<file path="config.mk">
export PLATFORM = sky130hd
export DESIGN_NAME = rtcwd_core
export DESIGN_NICKNAME = d
export VERILOG_FILES = /design/src/rtcwd_pkg.sv /design/src/rtcwd_core.sv
export SDC_FILE = /design/constraint.sdc
export NUM_CORES = 1
export LEC_CHECK = 0
export BUFFER_PORTS_ARGS = -buffer_cell sky130_fd_sc_hd__clkbuf_2
export CAP_MARGIN = 10
export CORE_MARGIN = 1.5
export CORE_UTILIZATION = 25
export DETAILED_ROUTE_END_ITERATION = 8
export GPL_TIMING_DRIVEN = 0
export PLACE_DENSITY_LB_ADDON = 0.05
export SLEW_MARGIN = 20
export SYNTH_ARGS = -nofsm -noshare
export SYNTH_HDL_FRONTEND = slang
export SYNTH_SLANG_ARGS = --single-unit
</file>
<file path="constraint.sdc">
create_clock -name clk -period 7.85 [get_ports clk]
set_clock_uncertainty 0.2 [all_clocks]
set_input_delay 1.1775 -clock clk [delete_from_list [all_inputs] [get_ports clk]]
set_output_delay 1.1775 -clock clk [all_outputs]
set_load 0.03 [all_outputs]
</file>
<file path="src/rtcwd_pkg.sv">
/*
  Constants for the supervisory and timing-output block of a serial real-time
  clock: register offsets, field positions, reset values and timing counts.
  Assumes a 100 MHz system clock and a 32,768 Hz oscillator level sampled on it.
*/
package rtcwd_pkg;

  // Register offsets
  localparam logic [7:0] OFS_SECONDS = 8'h01;
  localparam logic [7:0] OFS_DAY     = 8'h04;
  localparam logic [7:0] OFS_CONTROL = 8'h08;
  localparam logic [7:0] OFS_WDOG    = 8'h09;
  localparam logic [7:0] OFS_ALMMON  = 8'h0A;
  localparam logic [7:0] OFS_FLAGS   = 8'h0F;
  localparam logic [7:0] OFS_SQWSEL  = 8'h13;

  // Field positions
  localparam int BIT_STOP    = 7;  // Seconds register
  localparam int BIT_RECSEL  = 7;  // Day register
  localparam int BIT_OUT     = 7;  // Control register
  localparam int BIT_FTEST   = 6;
  localparam int BIT_CALSIGN = 5;
  localparam int BIT_WDSTEER = 7;  // Watchdog register
  localparam int BIT_AFE     = 7;  // Alarm month register
  localparam int BIT_SQUARE_WAVE_OUTPUT_ENABLE    = 6;
  localparam int BIT_ABE     = 5;
  localparam int BIT_WDFLAG  = 7;  // Flags register

  // Reset values
  localparam logic [7:0] RST_SECONDS = 8'h80;  // Stop set
  localparam logic [7:0] RST_DAY     = 8'h00;
  localparam logic [7:0] RST_CONTROL = 8'h80;  // Output bit set
  localparam logic [7:0] RST_WDOG    = 8'h00;
  localparam logic [7:0] RST_ALMMON  = 8'h00;
  localparam logic [3:0] RST_SQWSEL  = 4'h0;

  // Oscillator divider chain, in oscillator cycles
  localparam int OSC_PER_SEC    = 32768;
  localparam int WD_STEP_16TH   = OSC_PER_SEC / 16;
  localparam int WD_STEP_QUART  = OSC_PER_SEC / 4;
  localparam int WD_STEP_ONE    = OSC_PER_SEC;
  localparam int WD_STEP_FOUR   = OSC_PER_SEC * 4;
  localparam int CAL_SHORT_OSC  = 128;
  localparam int CAL_LONG_OSC   = 256;
  localparam int SEC_PER_MIN    = 60;
  localparam int CAL_CYCLE_MIN  = 64;
  localparam int CAL_ELIG_MIN   = 62;
  localparam int FTEST_DIV_BIT  = 5;   // Divider bit toggling at 512 Hz

  // Timing in system clocks
  localparam int CLK_PERIOD_NS   = 10;
  localparam int FAST_FILT_NS    = 50;
  localparam int SLOW_FILT_MS    = 20;
  localparam int REC_DEF_MS      = 40;
  localparam int REC_SLOW_MS     = 96;
  localparam int REC_FAST_US     = 50;
  localparam int FAST_FILT_CYC   = (FAST_FILT_NS + CLK_PERIOD_NS - 1) / CLK_PERIOD_NS;
  localparam int SLOW_FILT_CYC   = SLOW_FILT_MS * 1000000 / CLK_PERIOD_NS;
  localparam int REC_DEF_CYC     = REC_DEF_MS * 1000000 / CLK_PERIOD_NS;
  localparam int REC_SLOW_CYC    = REC_SLOW_MS * 1000000 / CLK_PERIOD_NS;
  localparam int REC_FAST_CYC    = REC_FAST_US * 1000 / CLK_PERIOD_NS;

endpackage

</file>
<file path="src/rtcwd_core.sv">
/*
  Watchdog, square-wave, frequency-test, reset supervision and calibrated
  divider chain of a serial real-time clock, behind a simple register port.
  Assumes the serial front end turns bus cycles into one-cycle read and write
  strobes, and that the pin pads resolve the open-drain outputs.
*/
`timescale 1ns/10ps
module rtcwd_core
  import rtcwd_pkg::*;
#(
  parameter int SLOW_FILT = SLOW_FILT_CYC,  // Slow reset input glitch filter
  parameter int REC_DEF   = REC_DEF_CYC,    // Recovery with select 0, stop 1
  parameter int REC_SLOW  = REC_SLOW_CYC,   // Recovery with select 0, stop 0
  parameter int REC_FAST  = REC_FAST_CYC    // Recovery with select 1
) (
  input  wire logic       clk,
  input  wire logic       sys_rst,
  input  wire logic [7:0] regAddr,        // Register offset
  input  wire logic [7:0] regWrData,
  input  wire logic       regWrite,       // One-cycle write strobe
  input  wire logic       regRead,        // One-cycle read strobe
  output logic      [7:0] regRdData,      // Valid the cycle after regRead
  input  wire logic       oscIn,          // 32,768 Hz oscillator level
  input  wire logic       supplyOk,       // Supply above power-fail threshold
  input  wire logic       wdKickIn,
  input  wire logic       fastRstInN,
  input  wire logic       slowRstInN,
  input  wire logic       alarmIrqReq,    // Pending alarm from alarm logic
  input  wire logic       irqPinIn,
  output logic            irqPinOut,
  output logic            irqPinOeN,      // Low while pin pulled low
  input  wire logic       rstPinIn,
  output logic            rstPinOut,
  output logic            rstPinOeN,      // Low while reset asserted
  output logic            sqwPin,
  output logic            secondTick      // Calibrated one-second pulse
);

  localparam int RW = 24;  // Recovery and filter counter width

  // Parameters the counters cannot hold are refused
  if (SLOW_FILT < 1 || SLOW_FILT >= (1 << RW) || REC_DEF < 1 || REC_DEF >= (1 << RW) ||
      REC_SLOW < 1 || REC_SLOW >= (1 << RW) || REC_FAST < 1 || REC_FAST >= (1 << RW)) begin : g_chk
    $error("rtcwd_core: timing parameter out of range");
  end

  ////////////////////////////////////////////////////////////////////////////
  // Functions

  // Resolution step in oscillator cycles
  function automatic logic [21:0] wdStep(input logic [1:0] res);
    unique case (res)
      2'b00: wdStep = 22'(WD_STEP_16TH);
      2'b01: wdStep = 22'(WD_STEP_QUART);
      2'b10: wdStep = 22'(WD_STEP_ONE);
      2'b11: wdStep = 22'(WD_STEP_FOUR);
    endcase
  endfunction

  // Recovery length from select and stop bits
  function automatic logic [RW-1:0] recLoad(input logic sel, input logic stp);
    recLoad = sel ? RW'(REC_FAST) : (stp ? RW'(REC_DEF) : RW'(REC_SLOW));
  endfunction

  ////////////////////////////////////////////////////////////////////////////
  // Registers and state

  logic [7:0]    secReg;        // Seconds register, stop bit on top
  logic [7:0]    dayReg;        // Day register, recovery select on top
  logic [7:0]    ctrlReg;       // Output, test, sign, calibration
  logic [7:0]    wdReg;         // Steering, multiplier, resolution
  logic [7:0]    almReg;        // Alarm enables and alarm month
  logic [3:0]    sqwSel;        // Square-wave rate select
  logic          wdFlag;        // Watchdog expired flag
  logic          wdIrq;         // Timeout latched onto interrupt pin
  logic          wdDone;        // Timed out, waits for a register write
  logic          wdPulse;       // Reset pulse from watchdog in progress
  logic [21:0]   wdCount;       // Oscillator cycles to timeout
  logic [1:0]    kickSync;      // Kick input synchroniser
  logic          kickPrev;
  logic [1:0]    rstSync [2];   // Reset input synchronisers
  logic [RW-1:0] filtCnt [2];   // Low-time counters of reset inputs
  logic [RW-1:0] recCount;      // Remaining recovery cycles
  logic          oscPrev;
  logic [14:0]   rawDiv;        // Uncalibrated divider
  logic [15:0]   secCount;      // Calibrated second counter
  logic [5:0]    secIdx;        // Second within minute
  logic [5:0]    minIdx;        // Minute within calibration cycle

  ////////////////////////////////////////////////////////////////////////////
  // Decoding

  wire          powerDown = !supplyOk;
  wire          oscTick   = oscIn && !oscPrev;
  wire          isWrite   = regWrite && !powerDown;
  wire          wrWdog    = isWrite && regAddr == OFS_WDOG;
  wire          rdFlags   = regRead && regAddr == OFS_FLAGS;
  wire [4:0]    wdMult    = wdReg[6:2];
  wire          wdSteer   = wdReg[BIT_WDSTEER];
  wire          wdRun     = wdMult != 5'h00 && !wdDone;
  // A register write loads the period of the byte being written, not the old one
  wire [7:0]    wdLoad    = wrWdog ? regWrData : wdReg;
  wire [21:0]   wdPeriod  = 22'(wdLoad[6:2] * wdStep(wdLoad[1:0]));
  wire          kickEdge  = kickSync[1] != kickPrev;
  wire          wdRestart = kickEdge || wrWdog;
  wire          wdExpire  = wdRun && !powerDown && !wdRestart && oscTick && wdCount == 22'h000001;
  wire          wdRstStart = wdExpire && wdSteer;
  wire          extLow [2];
  wire [RW-1:0] filtTarget [2];
  wire          rstCause  = powerDown || extLow[0] || extLow[1] || wdRstStart;
  wire          wdEnd     = wdPulse && !rstCause && recCount == RW'(1);
  wire          ftOn      = ctrlReg[BIT_FTEST];
  wire          afeOn     = almReg[BIT_AFE];
  wire          ftSel     = !secReg[BIT_STOP] && ftOn && !afeOn && (wdSteer || wdReg == 8'h00);
  wire          plainOut  = !ftOn && !afeOn && wdReg == 8'h00;
  wire [4:0]    calMag    = ctrlReg[4:0];
  wire          calPos    = ctrlReg[BIT_CALSIGN];
  wire          calSec    = secIdx == 6'h00 && minIdx < 6'(CAL_ELIG_MIN) && minIdx < {calMag, 1'b0};
  wire [15:0]   secTerm   = !calSec ? 16'(OSC_PER_SEC) :
                            (calPos ? 16'(OSC_PER_SEC - CAL_SHORT_OSC) : 16'(OSC_PER_SEC + CAL_LONG_OSC));
  wire          sqwRaw    = sqwSel == 4'h1 ? oscIn : rawDiv[4'(sqwSel - 4'h1)];

  ////////////////////////////////////////////////////////////////////////////
  // Input synchronisers and reset-input filters

  // Kick input synchroniser; second stage feeds the edge detector
  always_ff @(posedge clk) begin
    if (sys_rst) begin
      kickSync <= 2'b00;
      kickPrev <= 1'b0;
    end else begin
      kickSync <= {kickSync[0], wdKickIn};
      kickPrev <= kickSync[1];
    end
  end

  assign filtTarget[0] = RW'(FAST_FILT_CYC);
  assign filtTarget[1] = RW'(SLOW_FILT);

  // Each reset input must stay low for its full filter time to count
  for (genvar i = 0; i < 2; i++) begin : g_filt
    always_ff @(posedge clk) begin
      if (sys_rst) begin
        rstSync[i] <= 2'b11;
        filtCnt[i] <= '0;
      end else begin
        rstSync[i] <= {rstSync[i][0], (i == 0) ? fastRstInN : slowRstInN};
        if (rstSync[i][1])
          filtCnt[i] <= '0;
        else if (filtCnt[i] != filtTarget[i])
          filtCnt[i] <= filtCnt[i] + RW'(1);
      end
    end
    assign extLow[i] = filtCnt[i] == filtTarget[i];
  end

  ////////////////////////////////////////////////////////////////////////////
  // Divider chain and calibration

  // Raw divider runs free so the test rate ignores calibration
  always_ff @(posedge clk) begin
    if (sys_rst) begin
      oscPrev <= 1'b0;
      rawDiv  <= '0;
    end else begin
      oscPrev <= oscIn;
      if (oscTick)
        rawDiv <= rawDiv + 15'h0001;
    end
  end

  // Adjusted second: shortened or stretched by whole oscillator cycles,
  // which equals splitting or blanking at the divide-by-256 stage
  always_ff @(posedge clk) begin
    if (sys_rst) begin
      secCount   <= '0;
      secIdx     <= '0;
      minIdx     <= '0;
      secondTick <= 1'b0;
    end else begin
      secondTick <= 1'b0;
      if (oscTick) begin
        if (secCount >= secTerm - 16'h0001) begin
          secCount   <= '0;
          secondTick <= 1'b1;
          if (secIdx == 6'(SEC_PER_MIN - 1)) begin
            secIdx <= '0;
            minIdx <= 6'(minIdx + 6'h01);  // Wraps after 64 minutes
          end else begin
            secIdx <= secIdx + 6'h01;
          end
        end else begin
          secCount <= secCount + 16'h0001;
        end
      end
    end
  end

  ////////////////////////////////////////////////////////////////////////////
  // Watchdog

  // Down-counter on oscillator cycles; halts after a timeout until rewritten
  always_ff @(posedge clk) begin
    if (sys_rst || powerDown) begin
      wdCount <= '0;
      wdDone  <= 1'b0;
      wdIrq   <= 1'b0;
    end else begin
      if (wdRestart)
        wdCount <= wdPeriod;
      else if (wdRun && oscTick)
        wdCount <= wdCount - 22'h000001;
      if (wrWdog)
        wdDone <= 1'b0;
      else if (wdExpire)
        wdDone <= 1'b1;
      if (wrWdog && regWrData == 8'h00)
        wdIrq <= 1'b0;
      else if (wdExpire && !wdSteer)
        wdIrq <= 1'b1;
    end
  end

  // Expired flag: a timeout in the clearing read's cycle still sets it
  always_ff @(posedge clk) begin
    if (sys_rst)
      wdFlag <= 1'b0;
    else if (wdExpire)
      wdFlag <= 1'b1;
    else if (rdFlags)
      wdFlag <= 1'b0;
  end

  ////////////////////////////////////////////////////////////////////////////
  // Reset output and recovery

  // Counter reloads while any cause holds; release after it drains
  always_ff @(posedge clk) begin
    if (sys_rst) begin
      recCount  <= RW'(REC_DEF);  // Power-on reset pulse with default timing
      wdPulse   <= 1'b0;
      rstPinOeN <= 1'b0;
    end else begin
      if (rstCause)
        recCount <= recLoad(dayReg[BIT_RECSEL], secReg[BIT_STOP]);
      else if (recCount != '0)
        recCount <= recCount - RW'(1);
      if (wdRstStart)
        wdPulse <= 1'b1;
      else if (wdEnd || powerDown)
        wdPulse <= 1'b0;
      rstPinOeN <= !(rstCause || recCount > RW'(1));
    end
  end

  assign rstPinOut = 1'b0;

  ////////////////////////////////////////////////////////////////////////////
  // Register file

  // Power-down and the end of a watchdog reset override host writes
  always_ff @(posedge clk) begin
    if (sys_rst) begin
      secReg  <= RST_SECONDS;
      dayReg  <= RST_DAY;
      ctrlReg <= RST_CONTROL;
      wdReg   <= RST_WDOG;
      almReg  <= RST_ALMMON;
      sqwSel  <= RST_SQWSEL;
    end else if (powerDown) begin
      wdReg               <= 8'h00;
      ctrlReg[BIT_FTEST]  <= 1'b0;
      almReg[BIT_AFE]     <= 1'b0;
      almReg[BIT_SQUARE_WAVE_OUTPUT_ENABLE]    <= 1'b0;
      almReg[BIT_ABE]     <= 1'b0;
    end else if (wdEnd) begin
      wdReg               <= 8'h00;
      ctrlReg[BIT_FTEST]  <= 1'b0;
      almReg[BIT_AFE]     <= 1'b0;
      almReg[BIT_SQUARE_WAVE_OUTPUT_ENABLE]    <= 1'b0;
      almReg[BIT_ABE]     <= 1'b0;
    end else if (isWrite) begin
      if (regAddr == OFS_SECONDS) secReg  <= regWrData;
      if (regAddr == OFS_DAY)     dayReg  <= regWrData;
      if (regAddr == OFS_CONTROL) ctrlReg <= regWrData;
      if (regAddr == OFS_WDOG)    wdReg   <= regWrData;
      if (regAddr == OFS_ALMMON)  almReg  <= regWrData;
      if (regAddr == OFS_SQWSEL)  sqwSel  <= regWrData[7:4];
    end
  end

  // Read data registered; unmapped offsets read zero
  always_ff @(posedge clk) begin
    if (sys_rst)
      regRdData <= 8'h00;
    else if (regRead) begin
      unique case (regAddr)
        OFS_SECONDS: regRdData <= secReg;
        OFS_DAY:     regRdData <= dayReg;
        OFS_CONTROL: regRdData <= ctrlReg;
        OFS_WDOG:    regRdData <= wdReg;
        OFS_ALMMON:  regRdData <= almReg;
        OFS_FLAGS:   regRdData <= {wdFlag, 7'h00};
        OFS_SQWSEL:  regRdData <= {sqwSel, 4'h0};
        default:     regRdData <= 8'h00;
      endcase
    end
  end

  ////////////////////////////////////////////////////////////////////////////
  // Output pins

  // Interrupt/test pin priority: watchdog, alarm, test tone, plain output
  wire irqLow = wdIrq ? 1'b1 :
                ftSel ? !rawDiv[FTEST_DIV_BIT] :
                afeOn ? alarmIrqReq :
                plainOut ? !ctrlReg[BIT_OUT] : 1'b0;

  always_ff @(posedge clk) begin
    if (sys_rst) begin
      irqPinOeN <= 1'b1;
      sqwPin    <= 1'b0;
    end else begin
      irqPinOeN <= !irqLow;
      sqwPin    <= almReg[BIT_SQUARE_WAVE_OUTPUT_ENABLE] && sqwSel != 4'h0 && sqwRaw;
    end
  end

  assign irqPinOut = 1'b0;

  ////////////////////////////////////////////////////////////////////////////
  // Assertions

  chk_wdf_read_clear: assert property (@(posedge clk) disable iff (sys_rst)
    rdFlags && !wdExpire |=> !wdFlag) else $error("flag not cleared by read");
  chk_wdf_set: assert property (@(posedge clk) disable iff (sys_rst)
    wdExpire |=> wdFlag && wdDone) else $error("timeout did not set flag");
  chk_irq_wd_low: assert property (@(posedge clk) disable iff (sys_rst)
    wdIrq |=> !irqPinOeN) else $error("watchdog interrupt not on pin");
  chk_rst_wd_pulse: assert property (@(posedge clk) disable iff (sys_rst)
    wdRstStart |=> !rstPinOeN [*8]) else $error("watchdog reset pulse too short");
  chk_wd_end_clear: assert property (@(posedge clk) disable iff (sys_rst)
    wdEnd && !powerDown |=> wdReg == 8'h00 && !ftOn && !almReg[BIT_SQUARE_WAVE_OUTPUT_ENABLE] && !afeOn)
    else $error("bits not cleared after watchdog reset");
  chk_kick_restart: assert property (@(posedge clk) disable iff (sys_rst)
    kickEdge && !powerDown |=> wdCount == $past(wdPeriod)) else $error("kick did not restart");
  chk_irq_release: assert property (@(posedge clk) disable iff (sys_rst)
    wrWdog && regWrData == 8'h00 |=> !wdIrq && wdReg == 8'h00) else $error("zero write kept pin");
  chk_pdown_clear: assert property (@(posedge clk) disable iff (sys_rst)
    powerDown |=> !ftOn && wdReg == 8'h00 && !rstPinOeN) else $error("power-down state wrong");
  chk_sqw_off: assert property (@(posedge clk) disable iff (sys_rst)
    !almReg[BIT_SQUARE_WAVE_OUTPUT_ENABLE] |=> !sqwPin) else $error("square wave without enable");
  chk_ft_tone: assert property (@(posedge clk) disable iff (sys_rst)
    ftSel && !wdIrq |=> irqPinOeN == $past(rawDiv[FTEST_DIV_BIT])) else $error("test tone wrong");

  cov_wd_irq:   cover property (@(posedge clk) disable iff (sys_rst) wdExpire && !wdSteer);
  cov_wd_reset: cover property (@(posedge clk) disable iff (sys_rst) wdEnd);
  cov_slow_rst: cover property (@(posedge clk) disable iff (sys_rst) extLow[1] ##1 !extLow[1]);
  cov_cal_sec:  cover property (@(posedge clk) disable iff (sys_rst) calSec && secondTick);

endmodule

</file>
* Word level (Yosys, flattened, before mapping) *
Memory sizes are Yosys's and may differ from the RTL's.
Cells that the tools add are included.

storage, ports and cells
  register bits after elaboration = 153
  memory bits (writable) = 52
  input bits = 28
  output and inout port bits = 14
  word-level logic and storage cells = 190
  memories kept = 2

memory list
  memory   words  bits a word  read ports  clocked after memory_dff  wr ports  RTL line          RTL
  filtCnt  2      24           2           0                         2         rtcwd_core.sv:82  logic [RW-1:0] filtCnt [2];
  rstSync  2      2            2           0                         2         rtcwd_core.sv:81  logic [1:0] rstSync [2];

operators by class
  $add $sub $neg = 10
  $mul = 1
  order comparisons = 5
  eq/ne operators = 19
  multiplexer cells = 48
  bitwise operators = 9
  reductions and logical operators = 70

operator list
  operator                                                 count
  two-way mux 24 bit                                       8
  case mux 22 bit (4 select lines)                         1
  case mux 8 bit (7 select lines)                          1
  adder 24 x 1 -> 24 bit, second input constant            2
  two-way mux 16 bit                                       3
  two-way mux 22 bit                                       2
  == test 8 x 4 -> 1 bit, second input constant            4
  two-way mux 1 bit                                        28
  == test 24 x 1 -> 1 bit, second input constant           1
  == test 24 x 21 -> 1 bit, second input constant          1
  == test 24 x 3 -> 1 bit, second input constant           1
  > comparator 24 x 1 -> 1 bit, second input constant      1
  logical AND 1 bit                                        24
  inequality test 24 x 21 -> 1 bit, second input constant  1
  inequality test 24 x 3 -> 1 bit, second input constant   1
  nonzero test 24 bit                                      1
  subtractor 24 x 1 -> 24 bit, second input constant       1
  == test 22 x 1 -> 1 bit, second input constant           1
  multiplier 5 x 22 -> 22 bit                              1
  subtractor 22 x 1 -> 22 bit, second input constant       1
  AND reduction 4 bit                                      5
  adder 16 x 1 -> 16 bit, second input constant            1
  greater-or-equal comparator 16 bit                       1
  logical NOT 8 bit                                        2
  other kinds (32)                                         69

* Logic depth before layout (Yosys ltp) *
Gate-level depths: netlist of run 1.

  depth in word-level cells = 15
  mapped depth = 18
  depth with buffers taken out = 16

* Least setup slack after synthesis of run 1 *
OpenSTA, ideal clock, no wires.

  path kind = input -> register
  from = input port regAddr[2]
  to = register wdCount[21]
  library setup time = 0.078 ns
  data arrival time = 4.483 ns
  data required time = 7.572 ns
  path slack = 3.089 ns
  cell stages on the path = 16
  path buffers = 2
  path through = clkbuf_1 > nor3b_1 > nand4_1 > clkbuf_1 > nor3b_1 > a31oi_1 > or2_2 > fa_1 > fa_1 > inv_1 > ha_1 > nand4b_1 > o21ai_0 > xor2_1 > and3_1 > nor3_1

between the ends
  longest elaborated chain between the ends = 7
  elaborated cells on any way between the ends = 12
  those cells by class = mul (1); eq/ne (4); mux (3); reduce/logical (4)

RTL lines
  item                                         RTL line           RTL
  start: declaration                           rtcwd_core.sv:18   input wire logic [7:0] regAddr,
  == test 8 x 4 -> 1 bit (*)                   rtcwd_core.sv:96   wire wrWdog = isWrite && regAddr == OFS_WDOG;
  logical AND 1 bit (*)                        rtcwd_core.sv:96
  two-way mux 7 bit                            rtcwd_core.sv:102  wire [7:0] wdLoad = wrWdog ? regWrData : wdReg;
  == test 2 bit, or another cell as far along  rtcwd_core.sv:52   unique case (res)
  case mux 22 bit (4 select lines)             rtcwd_core.sv:52
  multiplier 5 x 22 -> 22 bit                  rtcwd_core.sv:103  wire [21:0] wdPeriod = 22'(wdLoad[6:2] * wdStep(wdLoad[1:0]));
  two-way mux 22 bit                           rtcwd_core.sv:209  if (wdRestart)
  end signal: assignment                       rtcwd_core.sv:210  wdCount <= wdPeriod;
  end signal: assignment                       rtcwd_core.sv:212  wdCount <= wdCount - 22'h000001;
  end: declaration                             rtcwd_core.sv:78   logic [21:0] wdCount;

Mark *: on every way between the ends. The rest lies on a longest branch, timed or not. The select of a mux whose other input is x is not followed.
A chain may end at the register's enable or synchronous reset.

* Worst setup path after layout of run 1 *
  from = input port regAddr[5]
  to = register wdCount[21]

Same word-level chain as after synthesis.

==> results of run 1 <==
-- cells by family after synthesis --
| family | share of synthesized area |
|---|---|
| buffers and inverters | 0.0352 |
| AOI/OAI and AO/OA | 0.112 |
| adders and majority gates | 0.0541 |
| other | 0.000342 |
| xor gates and xnor gates | 0.0959 |
| and+or+nand+nor | 0.249 |
| muxes | 0.0345 |
| DFF | 0.418 |
-- metal layers --
metal,GRT usage,wire [um]
met1,0.199,15700
met2,0.235,14100
met3,0.0201,773
met4,0.0352,712
met5,0,0
-- Yosys cell counts (all sizes together) (33+ instances only) --
master / count
nor3: 33
xnor2: 59
clkbuf: 40
xor2: 61
ha: 41
nor2: 187
edfxtp: 48
o21ai: 76
nand2: 90
nand3: 69
inv: 41
dfxtp: 157
a21oi: 51
-- flip-flops by register name, summed over array words and instances, names as in the netlist, 6 cells and up --
signal / cells
almReg: 8
ctrlReg: 8
dayReg: 8
filtCnt: 48
minIdx: 6
rawDiv: 15
recCount: 24
regRdData: 8
secCount: 16
secIdx: 6
secReg: 8
wdCount: 22
wdReg: 8
-- layout make-up --
type / instances / area share
Timing Repair Buffer: 32 / 0.0127
Sequential cell: 205 / 0.359
Tap cell: 585 / 0.0573
Clock inverter: 6 / 0.00450
Clock buffer: 45 / 0.0662
Buffer: 56 / 0.0181
Multi-Input combinational cell: 943 / 0.471
Inverter: 41 / 0.0120
-- worst max path at each step --
stage | start | to | slack, ps | depth (start not counted)
floorplan | regAddr[2] | wdCount[21] | 3090 | 16
global placement | regAddr[5] | wdCount[21] | 2170 | 16
finish | regAddr[5] | wdCount[21] | 2820 | 15
detailed placement | regAddr[5] | wdCount[21] | 2230 | 16
CTS | regAddr[5] | wdCount[21] | 2800 | 16
global route | regAddr[5] | wdCount[21] | 2330 | 16
-- power by group --
| group | leakage, nW | internal, W | switching [W] |
|---|---|---|---|
| registers | 1.86 | 0.00109 | 0.0000123 |
| clock network | 0.444 | 0.000764 | 0.000495 |
| logic | 2.29 | 0.0000471 | 0.0000945 |
| total | 4.60 | 0.00190 | 0.000602 |
-- per-stage QoR --
stage                     instances  hold slack (ps)
after floorplan                1245              189
after global placement         1861              201
after detailed placement       1862              200
after CTS                      1913              212
after global routing           1913              220
final                          1913              207
==> results.json, run 1 <==
{
  "synth_top_area_share": 0.287,
  "first_global_vias": 8873,
  "min_to": "rstSync[0][1]",
  "rows": 76,
  "grt_usage": 0.144,
  "ys_ff_latch": 205,
  "via_per_inst": 4.61,
  "fin_util": 0.296,
  "most-common-layout-cells": "187 x nor2_1, 157 x dfxtp_1, 88 x nand2_1",
  "pre_cts_ws_ps": 2230,
  "ys_seq_area_frac": 0.418,
  "clock.fmax_ghz": 0.199,
  "grt_pass1_wl_um": 51100,
  "synth_cell_types": 68,
  "crit_required_ps": 8130,
  "drv_cap": 0,
  "layout_commonest_cell": "nor2_1",
  "fillers": 4682,
  "wl_per_cell_um": 16.4,
  "setup_viol": 0,
  "ant_nets": 0,
  "holdBufCountCts": 0,
  "cts_buffers": 29,
  "crit_fanout": 10,
  "cts_sinks": 205,
  "worst-path-buf-inv": 3,
  "drive_gt1_frac": 0.0851,
  "leakagePower_nw": 4.60,
  "crit_path_top_delay_cell": "nor3_1",
  "hold_violations": 0,
  "dr.pass1.iters": 6,
  "diodes": 0,
  "r2r_end": "secIdx[0]",
  "slew_headroom": 0.315,
  "synth_warnings": 0,
  "dieArea_sq_um": 45100,
  "numPortBuffers": 31,
  "core-area_sq_um": 43200,
  "rsz0062_at_grt": "false",
  "cts_setup_buffers": 0,
  "status": "complete, no violations",
  "startpoint_type": "input port",
  "max-clock-path-buffers": 3,
  "post_cts_resized": 0,
  "synthArstFlopShare": 0,
  "clk_pin_slew_ps": 60,
  "r2r_slack_ps": 3350,
  "antenna_found_initial": 0,
  "finalInstanceArea_sq_um": 12800,
  "multi_input_area_sq_um": 6020,
  "holdPathStages": 1,
  "yosys_most_used_dff": "dfxtp_1",
  "clock_latency_ps": 560,
  "dp_hpwl_um": 22700,
  "pin_count": 42,
  "htree_levels": 1,
  "syn_to_final_growth_pct": 16.7,
  "final_nets": 1381,
  "grt_max_degree": 25,
  "regArea_sq_um": 4580,
  "drv_slew": 0,
  "hp-start": "rstSync[0][0]",
  "critical_path.max_stage_delay_ps": 720,
  "worst_slack_ps": 2820,
  "powerDensity_nw_per_um2": 196,
  "p_total_w": 0.00250,
  "synth-edff-count": 48,
  "drt_wl_total_um": 31300,
  "drc_errors": 0,
  "ctsRootBufferMaster": "clkbuf_16",
  "avgSynthCellArea_sq_um": 8.81,
  "period_needed_ps": 5030,
  "final.setup.tns_ps": 0,
  "die_w_um": 212,
  "hold_path_class": "register to register",
  "crit_family": "simple AND/OR/NAND/NOR gates",
  "period_share": 0.641,
  "synth_cells": 1244,
  "start_util": 0.254,
  "synth.area.top_cells": "dfxtp_1 29%, edfxtp_1 13%, nor2_1 6.4%, xor2_1 4.9%, xnor2_1 4.7%",
  "gp_congestion": 0.735,
  "synth_top_area_cell": "dfxtp_1",
  "tritoncts": "done",
  "ir_drop_v": 0.000133,
  "timing.rr.start": "ctrlReg[4]",
  "vias": 8822,
  "path_cells": "clkbuf_2 > nor3_1 > nand4_1 > clkbuf_1 > nor3b_1 > a31oi_1 > or2_2 > fa_1 > inv_1 > ha_1 > a31oi_1 > o21ai_0 > xor2_1 > and3_1 > nor3_1",
  "crit_type": "input port to register",
  "synth_area_sq_um": 11000,
  "grt.overflow.total": 0,
  "arrival_ps": 5310,
  "drtIter0Drc": 432,
  "reg2regPathDepth": 14,
  "end_kind": "register",
  "dpl_cell_area_sq_um": 11900,
  "fp.dieH_um": 212,
  "tightestPinTransition_ps": 1020
}
No activity file was read; power rests on OpenSTA's default activity.
==> inputs of run 2 (changes only) <==
==> constraint.sdc (replaced) <==
create_clock -name clk -period 4.2 [get_ports clk]
set_clock_uncertainty 0.2 [all_clocks]
set_input_delay 0.63 -clock clk [delete_from_list [all_inputs] [get_ports clk]]
set_output_delay 0.63 -clock clk [all_outputs]
set_load 0.03 [all_outputs]
==> results.json, run 2 (synthesis gave the netlist of run 1 again) <==
{
  "ant_nets": 0,
  "htree_levels": 1,
  "numPortBuffers": 31,
  "clock.fmax_ghz": 0.255,
  "grt_usage": 0.144,
  "gp_congestion": 0.737,
  "finalInstanceArea_sq_um": 13000,
  "pin_count": 42,
  "tightestPinTransition_ps": 1040,
  "rsz0062_at_grt": "true",
  "max-clock-path-buffers": 3,
  "setup_viol": 0,
  "slew_headroom": 0.300,
  "powerDensity_nw_per_um2": 370,
  "status": "complete, no violations",
  "ir_drop_v": 0.000285,
  "core-area_sq_um": 43200,
  "crit_fanout": 10,
  "dpl_cell_area_sq_um": 11900,
  "clk_pin_slew_ps": 50,
  "crit_required_ps": 4440,
  "cts_sinks": 205,
  "drv_slew": 0,
  "tritoncts": "done",
  "vias": 8869,
  "clock_latency_ps": 560,
  "via_per_inst": 4.63,
  "fin_util": 0.301,
  "grt_pass1_wl_um": 50900,
  "wl_per_cell_um": 16.3,
  "drive_gt1_frac": 0.107,
  "hold_violations": 0,
  "grt.overflow.total": 0,
  "syn_to_final_growth_pct": 18.5,
  "drt_wl_total_um": 31200,
  "rows": 76,
  "grt_max_degree": 25,
  "holdPathStages": 2,
  "hold_path_class": "input port to register",
  "dp_hpwl_um": 22700,
  "layout_commonest_cell": "nor2_1",
  "most-common-layout-cells": "186 x nor2_1, 156 x dfxtp_1, 88 x nand2_1",
  "first_global_vias": 8858,
  "final_cells": 1917,
  "largest_reg_flops": 48,
  "placed_cells": 1862,
  "reg2regPathDepth": 13,
  "startpoint_type": "input port",
  "cts_buffers": 28,
  "period_needed_ps": 3920,
  "leakagePower_nw": 4.67,
  "fillers": 4702,
  "holdBufCountCts": 0,
  "dr.pass1.iters": 6,
  "crit_type": "input port to register",
  "reg_top3": "filtCnt: 48 flops, recCount: 24 flops, wdCount: 22 flops",
  "final_nets": 1383,
  "fp.dieH_um": 212,
  "die_w_um": 212,
  "regMostFlops": "filtCnt",
  "end_kind": "register",
  "drv_cap": 0,
  "dieArea_sq_um": 45100,
  "period_share": 0.934,
  "arrival_ps": 4160,
  "drtIter0Drc": 387,
  "ctsRootBufferMaster": "clkbuf_16",
  "antenna_found_initial": 0,
  "drc_errors": 0,
  "start_util": 0.254
}
[run 2: per-stage QoR]
stage / TNS (ps) / hold WS (ps) / setup slack [ps] / total power, W
final: 0 / 67.8 / 275 / 0.00481
after floorplan: 0 / 189 / 80.5 / 0.00227
after detailed placement: -12240 / 198 / -867 / 0.00237
after CTS: 0 / 37.7 / 40.8 / 0.00490
after global routing: -20.9 / 66.3 / -20.9 / 0.00501
after global placement: -12930 / 199 / -918 / 0.00237
[run 2: layout make-up]
class	instances	area, sq um	area share
plain buffers	56	239	0.0184
repair buffers	35	185	0.0143
clock buffers	45	886	0.0683
flip-flops and latches	205	4590	0.353
multi-input cells	943	6110	0.471
well taps	585	732	0.0564
diodes	1	2.50	0.000193
clock inverters	6	80.1	0.00617
inverters	41	154	0.0119
[run 2: repair_timing]
action	CTS	global route
gates resized for setup	14	18
setup endpoints to repair	31	24
pin swaps	1	4
setup buffers	1	2
[run 2: routing by layer]
| metal | part of all wire | track usage | wire length [um] |
|---|---|---|---|
| met2 | 0.46 | 0.237 | 14300 |
| met3 | 0.023 | 0.0196 | 727 |
| met4 | 0.021 | 0.0337 | 657 |
| met5 | 0 | 0 | 0 |
| met1 | 0.50 | 0.198 | 15600 |
[run 2: critical path: stages]
cell and delay, ps:
clkbuf_2 280, and3b_1 240, nand4_1 140, buf_2 250, nor3b_1 250, a31oi_2 110
or2_2 350, fa_1 550, inv_1 50, ha_1 330, a31oi_2 290, o21ai_0 160
xor2_1 280, and3_1 190, nor3_1 40
[run 2: report_power, final]
part,total [W],internal [W],switching (W)
logic,0.000269,0.0000897,0.000179
clock network,0.00248,0.00155,0.000931
registers,0.00206,0.00204,0.0000231
total,0.00481,0.00367,0.00113
[run 2: final timing paths]
| path | from | to | slack, ps |
|---|---|---|---|
| max | supplyOk | wdCount[21] | 280 |
| max reg2reg | ctrlReg[4] | secIdx[4] | 320 |
| min reg2reg | rstSync[0][0] | rstSync[0][1] | 210 |
| min | fastRstInN | rstSync[0][0] | 70 |
==> inputs of run 3 (changes only) <==
--- a/config.mk
+++ b/config.mk
@@ -7,6 +7,8 @@
 export LEC_CHECK = 0
 export BUFFER_PORTS_ARGS = -buffer_cell sky130_fd_sc_hd__clkbuf_2
 export CAP_MARGIN = 10
+export CELL_PAD_IN_SITES_DETAIL_PLACEMENT = 0
+export CELL_PAD_IN_SITES_GLOBAL_PLACEMENT = 1
 export CORE_MARGIN = 1.5
 export CORE_UTILIZATION = 25
 export DETAILED_ROUTE_END_ITERATION = 8
==> results.json, run 3 (synthesis gave the netlist of run 1 again) <==
{
  "status": "complete, no violations",
  "largest_reg_flops": 48,
  "grt.overflow.total": 0,
  "crit_type": "register to register",
  "vias": 8909,
  "crit_path_top_delay_cell": "or4b_2",
  "worst-path-buf-inv": 1,
  "tightestPinTransition_ps": 1130,
  "final_cells": 1918,
  "dp_hpwl_um": 23600,
  "path_cells": "inv_1 > ha_1 > or4b_2 > a2111oi_4 > o21ai_2 > nand2b_1 > ha_1 > nand4_1 > nor4_2 > o21ai_1 > and2_4 > or4b_2 > a21oi_1",
  "arrival_ps": 4210,
  "ctsRootBufferMaster": "clkbuf_16",
  "critical_path.max_stage_delay_ps": 650,
  "grt_max_degree": 25,
  "grt_pass1_wl_um": 51700,
  "startpoint_type": "register",
  "wl_per_cell_um": 16.8,
  "diodes": 0,
  "drv_cap": 0,
  "placed_cells": 1862,
  "regMostFlops": "filtCnt",
  "gp_congestion": 0.722,
  "drive_gt1_frac": 0.102,
  "via_per_inst": 4.64,
  "ant_nets": 0,
  "period_needed_ps": 3930,
  "crit_required_ps": 4470,
  "drtIter0Drc": 374,
  "drc_errors": 0,
  "dieArea_sq_um": 45100,
  "hold_slack_ps": 101,
  "cts_buffers": 29,
  "cts_sinks": 205,
  "core-area_sq_um": 43200,
  "crit_family": "simple AND/OR/NAND/NOR gates",
  "most-common-layout-cells": "186 x nor2_1, 157 x dfxtp_1, 87 x nand2_1",
  "fin_util": 0.299,
  "max-clock-path-buffers": 3,
  "fp.dieH_um": 212,
  "clock_latency_ps": 550,
  "end_kind": "register",
  "clk_pin_slew_ps": 60,
  "worst_slack_ps": 267,
  "rsz0062_at_grt": "false",
  "crit_fanout": 6,
  "die_w_um": 212,
  "setup_viol": 0,
  "htree_levels": 1,
  "hold_violations": 0,
  "start_util": 0.254,
  "reg_top3": "filtCnt: 48 flops, recCount: 24 flops, wdCount: 22 flops",
  "final_nets": 1384,
  "slew_headroom": 0.244,
  "layout_commonest_cell": "nor2_1",
  "clock.fmax_ghz": 0.254,
  "tritoncts": "done",
  "period_share": 0.937,
  "holdBufCountCts": 0,
  "ir_drop_v": 0.000241,
  "antenna_found_initial": 0,
  "hold_path_class": "input port to register",
  "fillers": 4689,
  "dr.pass1.iters": 4,
  "first_global_vias": 8918,
  "drv_slew": 0,
  "powerDensity_nw_per_um2": 368,
  "drt_wl_total_um": 32200,
  "pre_cts_ws_ps": -962,
  "pin_count": 42,
  "numPortBuffers": 31,
  "syn_to_final_growth_pct": 17.9,
  "grt_usage": 0.147,
  "leakagePower_nw": 4.65,
  "rows": 76
}
## run 3: cell count changes in the layout (fill, tap and decap cells not counted), sizes merged
cell and change:
clkinvlp +1, clkinv +7, bufinv +1, diode -1, buf -1, clkbuf -6
## run 3: power breakdown
part	internal, W	switching [W]
Clock	0.00149	0.000942
Combinational	0.0000888	0.000179
Sequential	0.00204	0.0000231
Total	0.00362	0.00114
## run 3: worst paths after layout
kind                  from            end  slack [ps]  cells after the start
max             ctrlReg[4]      secIdx[4]         270                     13
max reg2reg     ctrlReg[4]      secIdx[4]         270                     13
min reg2reg  rstSync[0][0]  rstSync[0][1]         210                      1
min             slowRstInN  rstSync[1][0]         100                      2
## run 3: final cells by class
cell class	count	area, sq um	area share
repair buffers	35	183	0.0141
flip-flops and latches	205	4580	0.355
inverters	41	154	0.0119
well taps	585	732	0.0567
clock inverters	15	145	0.0112
clock buffers	38	790	0.0611
multi-input cells	943	6090	0.471
plain buffers	56	245	0.0190
## run 3: through the flow
| stage | total power (W) | area, sq um | setup TNS, ps |
|---|---|---|---|
| final | 0.00476 | 12900 | 0 |
| after global routing | 0.00497 | 12900 | 0 |
| after CTS | 0.00486 | 12900 | 0 |
| after detailed placement | 0.00237 | 11900 | -18730 |
| after global placement | 0.00237 | 11900 | -18960 |
| after floorplan | 0.00227 | 11000 | 0 |
## run 3: routing by layer
layer / share of wire / GRT usage
met3: 0.033 / 0.0208
met1: 0.49 / 0.203
met2: 0.46 / 0.243
met4: 0.012 / 0.0291
met5: 0 / 0
## run 3: repair_timing
action,in CTS,in global routing
setup buffers,1,2
setup endpoints to repair,33,24
pin swaps,1,3
resized for setup,18,16
## run 3: worst register-to-register path: stages, from the launching register on
cell and delay [ps]:
dfxtp_1 360, inv_1 70, ha_1 190, or4b_2 650, a2111oi_4 360, o21ai_2 140
nand2b_1 170, ha_1 310, nand4_1 130, nor4_2 160, o21ai_1 130, and2_4 210
or4b_2 630, a21oi_1 150
